### config.mk
export PLATFORM = sky130hd
export DESIGN_NAME = mas_sequencer
export DESIGN_NICKNAME = d
export VERILOG_FILES = /design/src/mas_pkg.sv /design/src/mas_conv_timer.sv /design/src/mas_sequencer.sv /design/src/mas_sync.sv
export VERILOG_INCLUDE_DIRS = /design/src /design/src/src
export SDC_FILE = /design/constraint.sdc
export NUM_CORES = 1
export LEC_CHECK = 0
export BUFFER_PORTS_ARGS = -buffer_cell sky130_fd_sc_hd__clkbuf_2
export CORE_UTILIZATION = 50
export DETAILED_ROUTE_END_ITERATION = 8
export GPL_TIMING_DRIVEN = 0
export PLACE_DENSITY = 0.8
export SKIP_CTS_REPAIR_TIMING = 1
export SLEW_MARGIN = 20
export SYNTH_ARGS = -nofsm -noshare
export SYNTH_HDL_FRONTEND = slang
export SYNTH_HIERARCHICAL = 1
export SYNTH_SLANG_ARGS = --single-unit
### constraint.sdc
create_clock -name clk -period 2.7 [get_ports clk]
set_clock_uncertainty 0.15 [all_clocks]
set_input_delay 0.27 -clock clk [delete_from_list [all_inputs] [get_ports clk]]
set_output_delay 0.27 -clock clk [all_outputs]
set_load 0.005 [all_outputs]
### src/mas_defines.svh
`ifndef MAS_DEFINES_SVH
`define MAS_DEFINES_SVH
// Function
// - supply under undervoltage_threshold holds reset, clearing data and control.
// - during undervoltage the register port is refused and registers read zero.
// - remote temperature enables bias on first or third monitor input.
// - temperature is 13 bits, 9 integer and 4 fraction bits.
// - control selects Kelvin or Celsius temperature; Kelvin is unsigned.
// - each conversion takes nominally 1.5 ms before the result is used.
// - single-ended and differential results are 14 bits.
// - host writes control; single and repeated acquisition modes exist.
// - selected measurements always run in one fixed order.
// - order is internal temperature, inputs one to four, then supply.
// - trigger register write starts a single or repeated sequence.
// - repeated mode keeps cycling after one trigger.
// - storing a result sets its valid bit and its status bit.
// - addressing a data register clears its valid and status bits; here only a read of either byte clears them, a write does not.
// - power-up control value measures internal temperature only.
// - monitor inputs stay disconnected until configured and triggered.
// - upper and lower bytes of one read come from one conversion.
// - data updates wait while a data register read is in progress.
// - status register reads never pause data updates.

// ==========================================================
// register map
`define MAS_ADDR_STATUS 5'h00
`define MAS_ADDR_CONTROL 5'h01
`define MAS_ADDR_TRIGGER 5'h02
`define MAS_ADDR_DATA_BASE 5'h04
`define MAS_ADDR_DATA_LAST 5'h0F
`define MAS_CONTROL_RESET 8'h00

// ==========================================================
// control and status fields
`define MAS_CTRL_KELVIN 7
`define MAS_CTRL_REPEAT 6
`define MAS_CTRL_VCC_EN 4
`define MAS_CTRL_PAIRB_LO 2
`define MAS_CTRL_PAIRA_LO 0
`define MAS_MODE_OFF 2'h0
`define MAS_MODE_SINGLE 2'h1
`define MAS_MODE_DIFF 2'h2
`define MAS_MODE_TEMP 2'h3
`define MAS_STAT_BUSY 0
`define MAS_STAT_NEW_LO 1

// ==========================================================
// acquisition steps in fixed order
`define MAS_STEP_TINT 3'h0
`define MAS_STEP_V1 3'h1
`define MAS_STEP_V2 3'h2
`define MAS_STEP_V3 3'h3
`define MAS_STEP_V4 3'h4
`define MAS_STEP_VCC 3'h5
`define MAS_STEP_NONE 3'h7

// ==========================================================
// timing and formats
`define MAS_CLK_PERIOD_NS 8
`define MAS_CONV_TIME_NS 1500000
`define MAS_CELSIUS_OFFSET 13'h1112
`endif

### src/mas_pkg.sv
package mas_pkg;
  `include "mas_defines.svh"

  typedef enum logic [1:0] {
    MAS_IDLE,
    MAS_START,
    MAS_WAIT,
    MAS_STORE
  } mas_state_type;

  typedef struct packed {
    logic [15:0] s1;
    logic [15:0] s2;
  } mas_sync_type;

  typedef struct packed {
    logic [17:0] cnt;
    logic busy;
    logic done;
  } mas_timer_type;

  typedef struct packed {
    mas_state_type state;
    logic [2:0] step;
    logic repeatOn;
    logic [7:0] ctrl;
    logic [5:0][13:0] res;
    logic [5:0] valid;
    logic [7:0] lsbHold;
    logic [2:0] holdIdx;
    logic holdOk;
    logic dataPtr;
    logic [7:0] rdata;
    logic adcStart;
    logic adcDiff;
    logic [2:0] muxSel;
    logic [1:0] biasEn;
    logic [3:0] inputEn;
    logic busy;
  } mas_seq_type;
endpackage

### src/mas_conv_timer.sv
`timescale 1ns/1ps
`default_nettype none
`include "mas_defines.svh"
module mas_conv_timer import mas_pkg::*; #(
  parameter int CONV_CYCLES = `MAS_CONV_TIME_NS / `MAS_CLK_PERIOD_NS
) (
  input wire logic clk,
  input wire logic resetn,
  input wire logic start,
  output logic done
);
  mas_timer_type t_r;
  mas_timer_type t_nxt;

  // ==========================================================
  // conversion time counter
  always_comb begin
    t_nxt = t_r;
    t_nxt.done = 1'b0;
    if (start) begin
      t_nxt.cnt = 18'(CONV_CYCLES);
      t_nxt.busy = 1'b1;
    end else if (t_r.busy) begin
      if (t_r.cnt <= 18'h00001) begin
        t_nxt.busy = 1'b0;
        t_nxt.done = 1'b1;
        t_nxt.cnt = 18'h00000;
      end else begin
        t_nxt.cnt = t_r.cnt - 18'h00001;
      end
    end
  end

  always_ff @(posedge clk or negedge resetn) begin
    if (!resetn) begin
      t_r <= '0;
    end else begin
      t_r <= t_nxt;
    end
  end

  assign done = t_r.done;
endmodule
`default_nettype wire

### src/mas_sequencer.sv
// Implementation choices: strobed register access and the placing of the registers.
`timescale 1ns/1ps
`default_nettype none
`include "mas_defines.svh"
module mas_sequencer import mas_pkg::*; #(
  parameter int CONV_CYCLES = `MAS_CONV_TIME_NS / `MAS_CLK_PERIOD_NS
) (
  input wire logic clk,
  input wire logic resetn,
  input wire logic [4:0] regAddr,
  input wire logic [7:0] regWdata,
  input wire logic regWrite,
  input wire logic regRead,
  output logic [7:0] regRdata,
  input wire logic uvDetect,
  input wire logic serialReadBusy,
  input wire logic [13:0] adcData,
  output logic adcStart,
  output logic adcDiff,
  output logic [2:0] muxSel,
  output logic [1:0] biasEn,
  output logic [3:0] inputEn,
  output logic seqBusy
);
  mas_seq_type s_r;
  mas_seq_type s_nxt;
  logic [15:0] syncOut;
  logic uvSync;
  logic readBusySync;
  logic [13:0] adcSync;
  logic convDone;

  // ==========================================================
  // pins from outside the clock domain
  mas_sync u_sync (
    .clk(clk),
    .resetn(resetn),
    .din({uvDetect, serialReadBusy, adcData}),
    .dout(syncOut)
  );

  assign uvSync = syncOut[15];
  assign readBusySync = syncOut[14];
  assign adcSync = syncOut[13:0];

  mas_conv_timer #(
    .CONV_CYCLES(CONV_CYCLES)
  ) u_timer (
    .clk(clk),
    .resetn(resetn),
    .start(s_r.adcStart),
    .done(convDone)
  );

  // ==========================================================
  // helpers
  function automatic logic [1:0] pairMode(input logic [7:0] c,
                                          input logic second);
    pairMode = second ? c[`MAS_CTRL_PAIRB_LO +: 2] :
                        c[`MAS_CTRL_PAIRA_LO +: 2];
  endfunction

  function automatic logic stepOn(input logic [2:0] st,
                                  input logic [7:0] c);
    stepOn = 1'b0;
    case (st)
      `MAS_STEP_TINT: stepOn = 1'b1;
      `MAS_STEP_V1: stepOn = pairMode(c, 1'b0) != `MAS_MODE_OFF;
      `MAS_STEP_V2: stepOn = pairMode(c, 1'b0) == `MAS_MODE_SINGLE;
      `MAS_STEP_V3: stepOn = pairMode(c, 1'b1) != `MAS_MODE_OFF;
      `MAS_STEP_V4: stepOn = pairMode(c, 1'b1) == `MAS_MODE_SINGLE;
      `MAS_STEP_VCC: stepOn = c[`MAS_CTRL_VCC_EN];
      default: stepOn = 1'b0;
    endcase
  endfunction

  // first selected step at or after 'from', fixed ascending order
  function automatic logic [2:0] nextStep(input logic [2:0] from,
                                          input logic [7:0] c);
    logic found;
    found = 1'b0;
    nextStep = `MAS_STEP_NONE;
    for (int i = 0; i <= 5; i++) begin
      if (!found && 3'(i) >= from && stepOn(3'(i), c)) begin
        nextStep = 3'(i);
        found = 1'b1;
      end
    end
  endfunction

  function automatic logic isTemp(input logic [2:0] st,
                                  input logic [7:0] c);
    isTemp = (st == `MAS_STEP_TINT) ||
             (st == `MAS_STEP_V1 && pairMode(c, 1'b0) == `MAS_MODE_TEMP) ||
             (st == `MAS_STEP_V3 && pairMode(c, 1'b1) == `MAS_MODE_TEMP);
  endfunction

  function automatic logic isData(input logic [4:0] a);
    isData = a >= `MAS_ADDR_DATA_BASE && a <= `MAS_ADDR_DATA_LAST;
  endfunction

  function automatic logic [2:0] dataIdx(input logic [4:0] a);
    logic [4:0] off;
    off = a - `MAS_ADDR_DATA_BASE;
    dataIdx = off[3:1];
  endfunction

  function automatic logic [7:0] msbByte(input logic [13:0] r,
                                         input logic v,
                                         input logic t);
    if (t) begin
      msbByte = {v, 2'b00, r[12:8]};
    end else begin
      msbByte = {v, r[13], r[13:8]};
    end
  endfunction

  // ==========================================================
  // sequencer and register port
  logic trigger;
  logic [2:0] rdIdx;
  logic [2:0] wrIdx;
  logic [12:0] tempVal;
  logic pause;

  always_comb begin
    s_nxt = s_r;
    s_nxt.rdata = 8'h00;
    s_nxt.adcStart = 1'b0;
    rdIdx = dataIdx(regAddr);
    wrIdx = s_r.step;
    trigger = regWrite && regAddr == `MAS_ADDR_TRIGGER;
    // only a read that points at a data register holds updates
    pause = readBusySync && s_r.dataPtr;
    tempVal = adcSync[12:0];
    if (!s_r.ctrl[`MAS_CTRL_KELVIN]) begin
      tempVal = adcSync[12:0] - `MAS_CELSIUS_OFFSET;
    end

    if (regWrite) begin
      s_nxt.dataPtr = isData(regAddr);
      if (regAddr == `MAS_ADDR_CONTROL) begin
        s_nxt.ctrl = regWdata;
      end
    end
    if (regRead) begin
      s_nxt.dataPtr = isData(regAddr);
      case (regAddr)
        `MAS_ADDR_STATUS: begin
          s_nxt.rdata = {1'b0, s_r.valid, s_r.state != MAS_IDLE};
        end
        `MAS_ADDR_CONTROL: s_nxt.rdata = s_r.ctrl;
        default: begin
          if (isData(regAddr)) begin
            s_nxt.valid[rdIdx] = 1'b0;
            if (!regAddr[0]) begin
              s_nxt.rdata = msbByte(s_r.res[rdIdx], s_r.valid[rdIdx],
                                    isTemp(rdIdx, s_r.ctrl));
              s_nxt.lsbHold = s_r.res[rdIdx][7:0];
              s_nxt.holdIdx = rdIdx;
              s_nxt.holdOk = 1'b1;
            end else begin
              s_nxt.holdOk = 1'b0;
              if (s_r.holdOk && s_r.holdIdx == rdIdx) begin
                s_nxt.rdata = s_r.lsbHold;
              end else begin
                s_nxt.rdata = s_r.res[rdIdx][7:0];
              end
            end
          end
        end
      endcase
    end

    case (s_r.state)
      MAS_IDLE: begin
        s_nxt.inputEn = 4'h0;
        s_nxt.biasEn = 2'b00;
        if (trigger) begin
          s_nxt.step = nextStep(`MAS_STEP_TINT, s_r.ctrl);
          s_nxt.repeatOn = s_r.ctrl[`MAS_CTRL_REPEAT];
          s_nxt.state = MAS_START;
        end
      end
      MAS_START: begin
        s_nxt.muxSel = s_r.step;
        s_nxt.adcDiff = s_r.step != `MAS_STEP_TINT &&
                        s_r.step != `MAS_STEP_VCC &&
                        !stepOn(3'(s_r.step + 3'h1), s_r.ctrl) &&
                        s_r.step != `MAS_STEP_V2 &&
                        s_r.step != `MAS_STEP_V4;
        s_nxt.inputEn = 4'h0;
        s_nxt.biasEn = 2'b00;
        case (s_r.step)
          `MAS_STEP_V1: begin
            s_nxt.inputEn = s_nxt.adcDiff ? 4'h3 : 4'h1;
            s_nxt.biasEn[0] = isTemp(s_r.step, s_r.ctrl);
          end
          `MAS_STEP_V2: s_nxt.inputEn = 4'h2;
          `MAS_STEP_V3: begin
            s_nxt.inputEn = s_nxt.adcDiff ? 4'hC : 4'h4;
            s_nxt.biasEn[1] = isTemp(s_r.step, s_r.ctrl);
          end
          `MAS_STEP_V4: s_nxt.inputEn = 4'h8;
          default: s_nxt.inputEn = 4'h0;
        endcase
        s_nxt.adcStart = 1'b1;
        s_nxt.state = MAS_WAIT;
      end
      MAS_WAIT: begin
        if (convDone) begin
          s_nxt.state = MAS_STORE;
        end
      end
      MAS_STORE: begin
        if (!pause) begin
          if (isTemp(wrIdx, s_r.ctrl)) begin
            s_nxt.res[wrIdx] = {1'b0, tempVal};
          end else begin
            s_nxt.res[wrIdx] = adcSync;
          end
          // set wins over a read clear in the same cycle
          s_nxt.valid[wrIdx] = 1'b1;
          // held low byte survives a store so a pair never mixes results
          s_nxt.biasEn = 2'b00;
          s_nxt.step = nextStep(3'(s_r.step + 3'h1), s_r.ctrl);
          s_nxt.state = MAS_START;
          if (nextStep(3'(s_r.step + 3'h1), s_r.ctrl) ==
              `MAS_STEP_NONE) begin
            if (s_r.repeatOn && s_r.ctrl[`MAS_CTRL_REPEAT]) begin
              s_nxt.step = nextStep(`MAS_STEP_TINT, s_r.ctrl);
            end else begin
              s_nxt.state = MAS_IDLE;
            end
          end
        end
      end
      default: s_nxt.state = MAS_IDLE;
    endcase

    // undervoltage wipes everything and refuses the port
    if (uvSync) begin
      s_nxt = '0;
      s_nxt.ctrl = `MAS_CONTROL_RESET;
    end
    // busy registered so the pin comes straight from a flop
    s_nxt.busy = s_nxt.state != MAS_IDLE;
  end

  always_ff @(posedge clk or negedge resetn) begin
    if (!resetn) begin
      s_r <= '0;
    end else begin
      s_r <= s_nxt;
    end
  end

  // ==========================================================
  // outputs straight from flops
  assign regRdata = s_r.rdata;
  assign adcStart = s_r.adcStart;
  assign adcDiff = s_r.adcDiff;
  assign muxSel = s_r.muxSel;
  assign biasEn = s_r.biasEn;
  assign inputEn = s_r.inputEn;
  assign seqBusy = s_r.busy;
endmodule
`default_nettype wire

### src/mas_sync.sv
`timescale 1ns/1ps
`default_nettype none
module mas_sync import mas_pkg::*; (
  input wire logic clk,
  input wire logic resetn,
  input wire logic [15:0] din,
  output logic [15:0] dout
);
  mas_sync_type s_r;
  mas_sync_type s_nxt;

  // ==========================================================
  // two-stage capture; first stage feeds only the second
  always_comb begin
    s_nxt = s_r;
    s_nxt.s1 = din;
    s_nxt.s2 = s_r.s1;
  end

  always_ff @(posedge clk or negedge resetn) begin
    if (!resetn) begin
      s_r <= '0;
    end else begin
      s_r <= s_nxt;
    end
  end

  assign dout = s_r.s2;
endmodule
`default_nettype wire

-- Word level (Yosys, flattened, before mapping)
Index checks and enable logic that the tools add are counted.
- add/sub/neg operators: 4
- div/mod/pow operators: 0
- equal/unequal tests: 30
- bitwise operators: 3
- shift-type cells: 0
- reduce and logical (&&, ||, !) cells: 87
- magnitude comparators: 13
- multiply operators: 0
- mux-type cells: 178
- operators with widths (cell ; number):
    $mux W90 ; 2
    $bwmux W84 ; 2
    $mux W137 ; 1
    $mux W1 ; 114
    $mux W84 ; 1
    $mux W3 ; 21
    $mux W18 ; 3
    $bmux W14 S3 ; 1
    $demux W14 S3 ; 1
    $mux W8 ; 5
    $logic_and A1 B1 Y1 ; 36
    $mux W14 ; 2
    $mux W27 ; 1
    $reduce_bool A2 Y1 ; 13
    $mux W20 ; 1
    $mux W19 ; 1
    $le A18 B1 Y1 const B ; 1
    $sub A18 B1 Y18 const B ; 1
    $logic_not A1 Y1 ; 16
    $pmux W4 S4 ; 1
    $pmux W8 S2 ; 1
    $eq A3 B2 Y1 const B ; 5
    $mux W5 ; 3
    $mux W13 ; 1
    45 further kinds ; 81
- input port bits: 33
- memory bits (read-only): 0
- memory bits (writable): 0
- flip-flop bits (word level): 189
- bits in latches: 0
- memories kept: 0
- output and inout bits: 20

-- Longest topological paths before layout
- word-level depth: 83
- depth in mapped cells: 11
- gate-level depth less buffers: 7

-- Modules after synthesis
Netlist, hierarchy kept.
- modules (own cells, without submodules) (module ; area an instance (um^2) ; instances ; seq. area each (um^2) ; cells an instance):
    mas_sequencer ; 7078.0 ; 1 ; 3403.3 ; 733
    mas_conv_timer ; 1123.6 ; 1 ; 500.5 ; 115
    mas_sync ; 800.8 ; 1 ; 800.8 ; 32

-- Least setup slack after synthesis
OpenSTA, ideal clock, no wires.
- path type: in2reg
- from: input regAddr[2]
- to: register s_r, in the netlist regRdata[6]
- setup time: 0.132 ns
- cell stages on the path: 11
- arrival time: 1.986 ns
- slack: 0.432 ns
- buffers on the path: 4
- cell sequence: buf_6 -> buf_4 -> inv_1 -> ha_1 -> buf_2 -> xor2_1 -> nand4_1 -> or2_2 -> clkbuf_1 -> o2bb2ai_1 -> o22ai_1
- RTL lines (what ; line ; source):
    start: declaration ; mas_sequencer.sv:10 ; input wire logic [4:0] regAddr,
    end signal: assignment ; mas_sequencer.sv:254 ; s_r <= s_nxt;
    end: declaration ; mas_sequencer.sv:25 ; mas_seq_type s_r;

-- Final worst setup path
- from: register s_r, in the netlist wrIdx[0]
- to: register s_r[118] (netlist name)
- longest elaborated chain between the ends: 9
- ends and longest elaborated chain (what ; line ; source):
    $lt A3 B4 Y1 (not written as such) / $ge A3 B1 Y1 (equally long branches) ; mas_sequencer.sv:218, mas_sequencer.sv:220 ;
    $logic_and A1 B1 Y1 (not written as such) ; mas_sequencer.sv:218, mas_sequencer.sv:220 ;
    $mux W14 (not written as such) ; mas_sequencer.sv:218, mas_sequencer.sv:220 ;
    $demux W14 S3 ; mas_sequencer.sv:218, mas_sequencer.sv:220 ;
    $bwmux W84 (on tied branches) ; mas_sequencer.sv:220, mas_sequencer.sv:218 ;
    $mux W84 (*) ; mas_sequencer.sv:217 ; if (isTemp(wrIdx, s_r.ctrl)) begin
    $mux W90 (*) ; mas_sequencer.sv:216 ; if (!pause) begin
    $mux W90 (*) ; mas_sequencer.sv:175 ; case (s_r.state)
    $mux W137 (*) ; mas_sequencer.sv:242 ; if (uvSync) begin
Every way passes the cells marked *; elsewhere a longest branch is shown, timed or not. The select of a mux whose other input is x is not followed.
A chain may end at the register's enable or synchronous reset.

==> results.md <==
- CP Max Fanout: 12
- Diodes inserted: 0
- Worst min path class: primary input to flip-flop
- Post-synth cell types: 78
- Die height: 136 um
- Crit Path Category: flip-flop to flip-flop
- Final Cell Area: 10500 um2
- Boundary Pins: 53
- Yosys warnings: 6
- Worst reg2reg endpoint: s_r[118]$_DFFE_PN0P_
- Flop2flop setup slack: between 0.1 and 0.15 ns
- DR vias: about 7000
- Core area: roughly 17000 um2
- # clock sinks: 188
- Placed cell areas: 9610 um2
- Final Non-Filler Cells: roughly 1200
- Final Slew Violations: 0
- Final Hold Fails: 0
- DIE AREA: between 15000 and 20000 um2
- PwrDens: 581 nW/um2
- Gate Count Post-Synth: 880
- Main synth FF type: dfrtp_1
- Initial DRC Count: 668
- Max Cap Viol: 0
- Post-Syn Area: 9000 um2
- Vias in the first global route: 6792
- Worst-Margin Slew: 0.667 ns
- Status: finished, final reports clean
- Final setup margin: 0.139 ns
- Final setup violation count: 0
- Dpl ws: -0.241 ns
- Largest net degree at the start of global routing: just over 80
- Crit. End Element: flip-flop
- Routability cong.: 0.928
- Tot Pwr: 6110 uW
- First-pass GRT wire length: between 30000 and 40000 um
- Avg WL per Cell: between 15 and 20 um
- Chip width: 136 um
- Post-synthesis sequential area ratio: 52.3%
- Congestion Overflow GR: 0
- Ys async rst share: 100%
- Root Buffer: clkbuf_16
- FF-to-FF path depth: 9
- Crit. Startpoint: wrIdx[0]$_DFFE_PN0P_
- CTS tree: yes
- Critical R2R Launch: wrIdx[0]$_DFFE_PN0P_
- Max H-tree Level: 4
- Vias per std cell: 5.87
- WHS: between 0.02 and 0.025 ns
- Period utilization: 94.9%
- Worst setup SP type: flip-flop
- RSZ-0062 raised after global routing: no
- Row count: 48
- Required time of the critical path: 2.89 ns
- Initial antenna violation count: 0
- Placed insts: 1159
- Tot GR Track Use: approximately 25%
- P_leak: ~0.0048 uW
- HPWL after detailed placement: around 15000 um
- Area added between synthesis and finish: 16.8%
- VDD IR max: approximately 450 uV
- Initial core utilization: around half
- PortBufs: 52
- NumNets Final: approximately 1000
- Worst skew pair latency: 0.44 ns
- Post-DRT Antenna Nets: 0
- Max Clock Freq: 390 MHz
- Syn Area/Cell: 10.2 um2
- Final Critical Period: 2.56 ns
- Post-synthesis register bit count: 188
- Total wire length: 21800 um
- Clock Tree Buf Depth: 2
- CP arrival: about 2.8 ns
- Worst-path clk slew: roughly 0.070 ns
- Slew HR: 55.2%
- Number of synthesized flops with an enable pin: 0
- Crit path capture: s_r[118]$_DFFE_PN0P_
- Layout cell share with drive strength beyond 1: between 10% and 20%
- # DRC: 0
- Syn Nets: 927
- Pre-antenna DRT Iters: 5
- Total CTS buffers: 17
==> worst min path at each step <==
stage                               start                        end  slack [ns]  depth (start not counted)
6_report                         regWrite        s_r[20]$_DFFE_PN0P_        0.02                          4
5_1_grt                          regWrite        s_r[20]$_DFFE_PN0P_        0.04                          4
4_1_cts                            resetn        s_r[79]$_DFFE_PN0P_       -0.43                          1
3_5_place_dp                       resetn        s_r[79]$_DFFE_PN0P_        0.03                          1
3_3_place_gp   u_sync/s_nxt[12]$_DFF_PN0_  u_sync/dout[12]$_DFF_PN0_        0.18                          0
2_1_floorplan                      resetn        adcDiff$_DFFE_PN0P_       -0.18                          0
==> state kept, by name (all words and copies together) (netlist names) <==
signal / count
muxSel: 3
adcDiff: 1
u_sync/dout: 16
u_sync/s_nxt: 16
u_timer/done: 1
s_r: 113
inputEn: 4
regRdata: 8
u_timer/t_r: 19
biasEn: 2
wrIdx: 3
seqBusy: 1
adcStart: 1
==> worst max-delay path, cell delays in order, from the launching register on <==
cell     delay (ns)
dfrtp_2        0.48
ha_1           0.21
ha_2           0.27
nand3_1        0.20
a31oi_4        0.34
buf_6          0.19
o21ai_1        0.11
xnor2_2        0.15
buf_4          0.17
o21ai_0        0.20
==> cells in the mapped netlist, types with 3 or more instances <==
| cell | count | area [um2] |
|---|---|---|
| nand2_1 | 131 | 492 |
| o22ai_1 | 25 | 156 |
| nand4_1 | 4 | 25.0 |
| nand2b_1 | 12 | 75.1 |
| buf_4 | 23 | 173 |
| ha_1 | 14 | 175 |
| xor2_1 | 8 | 70.1 |
| a221o_1 | 4 | 40.0 |
| xnor2_1 | 4 | 35.0 |
| a21oi_1 | 25 | 125 |
| o21ai_0 | 62 | 310 |
| mux2i_1 | 58 | 581 |
| and3_1 | 3 | 18.8 |
| o211ai_1 | 7 | 52.6 |
| or4_1 | 4 | 30.0 |
| nor3_1 | 13 | 65.1 |
| o2bb2ai_1 | 12 | 105 |
| buf_2 | 18 | 90.1 |
| nor2_1 | 64 | 240 |
| nand3_1 | 22 | 110 |
| o31ai_1 | 6 | 45.0 |
| buf_6 | 8 | 90.1 |
| a211o_1 | 5 | 43.8 |
| o21ai_1 | 45 | 225 |
| a32oi_1 | 3 | 26.3 |
| inv_1 | 19 | 71.3 |
| or3_1 | 5 | 31.3 |
| nor2b_1 | 10 | 62.6 |
| clkbuf_1 | 10 | 37.5 |
| dfrtp_1 | 188 | 4700 |
| a41o_1 | 6 | 60.1 |
==> cell usage in the layout, fill, tap and decap left out, types with 5 or more instances in the layout <==
cell type,Yosys,routed
o2bb2ai_1,12,12
o211ai_1,7,7
o21ai_0,62,61
clkbuf_16,0,17
nand2b_1,12,12
mux2i_1,58,58
inv_1,19,19
a211o_1,5,5
buf_2,18,18
nand3_1,22,22
nand2_1,131,131
clkinvlp_4,0,7
clkbuf_1,10,10
xor2_2,0,5
nor2_1,64,64
nor3_1,13,13
o21ai_1,45,46
dfrtp_1,188,186
a41o_1,6,6
ha_1,14,13
o22ai_1,25,25
nor2b_1,10,10
a21oi_1,25,25
o31ai_1,6,6
clkbuf_2,0,51
buf_4,23,26
dlygate4sd3_1,0,25
or3_1,5,5
buf_6,8,8
==> per-stage QoR <==
stage | setup TNS (ns) | utilization, %
3_5_place_dp | -4.31 | 55.2
4_1_cts | -4.09 | 58.5
2_1_floorplan | 0 | -
5_1_grt | 0 | 60.4
6_report | 0 | 60.4
3_3_place_gp | -413.82 | 54.8
==> kinds of logic after synthesis <==
group                      after synthesis  share of synthesized area (%)
muxes                                   58                           6.45
AOI/OAI and AO/OA                      230                           16.7
xor gates and xnor gates                14                           1.53
DFF                                    188                           52.3
adders and majority gates               14                           1.95
and+or+nand+nor                        294                           15.6
buffers and inverters                   82                           5.48
==> report_power, final <==
group / switching (uW) / internal (uW) / leakage [uW]
logic: 378 / 247 / 0.00198
clock network: 1140 / 1310 / 0.000261
registers: 111 / 2910 / 0.00251
==> metal layers <==
| metal | GRT usage, % | share of wire, % | wire length [um] | vias to the layer above |
|---|---|---|---|---|
| li1 | - | - | - | 3308 |
| met3 | 4.47 | 7.0 | 1520 | 47 |
| met4 | 8.58 | 2.3 | 499 | 0 |
| met2 | 39.2 | 48 | 10400 | 277 |
| met1 | 33.8 | 43 | 9370 | 3521 |
| met5 | 0 | 0 | 0 | - |
==> final cells by class <==
type / count / area, um2
Multi-Input combinational cell: 610 / 3860
Sequential cell: 188 / 4710
Buffer: 61 / 414
Clock inverter: 14 / 136
Clock buffer: 18 / 439
Inverter: 21 / 78.8
Timing Repair Buffer: 82 / 597
Fill cell: 1468 / 6900
Tap cell: 225 / 282
Note: power is estimated with default switching activity, not from simulation.
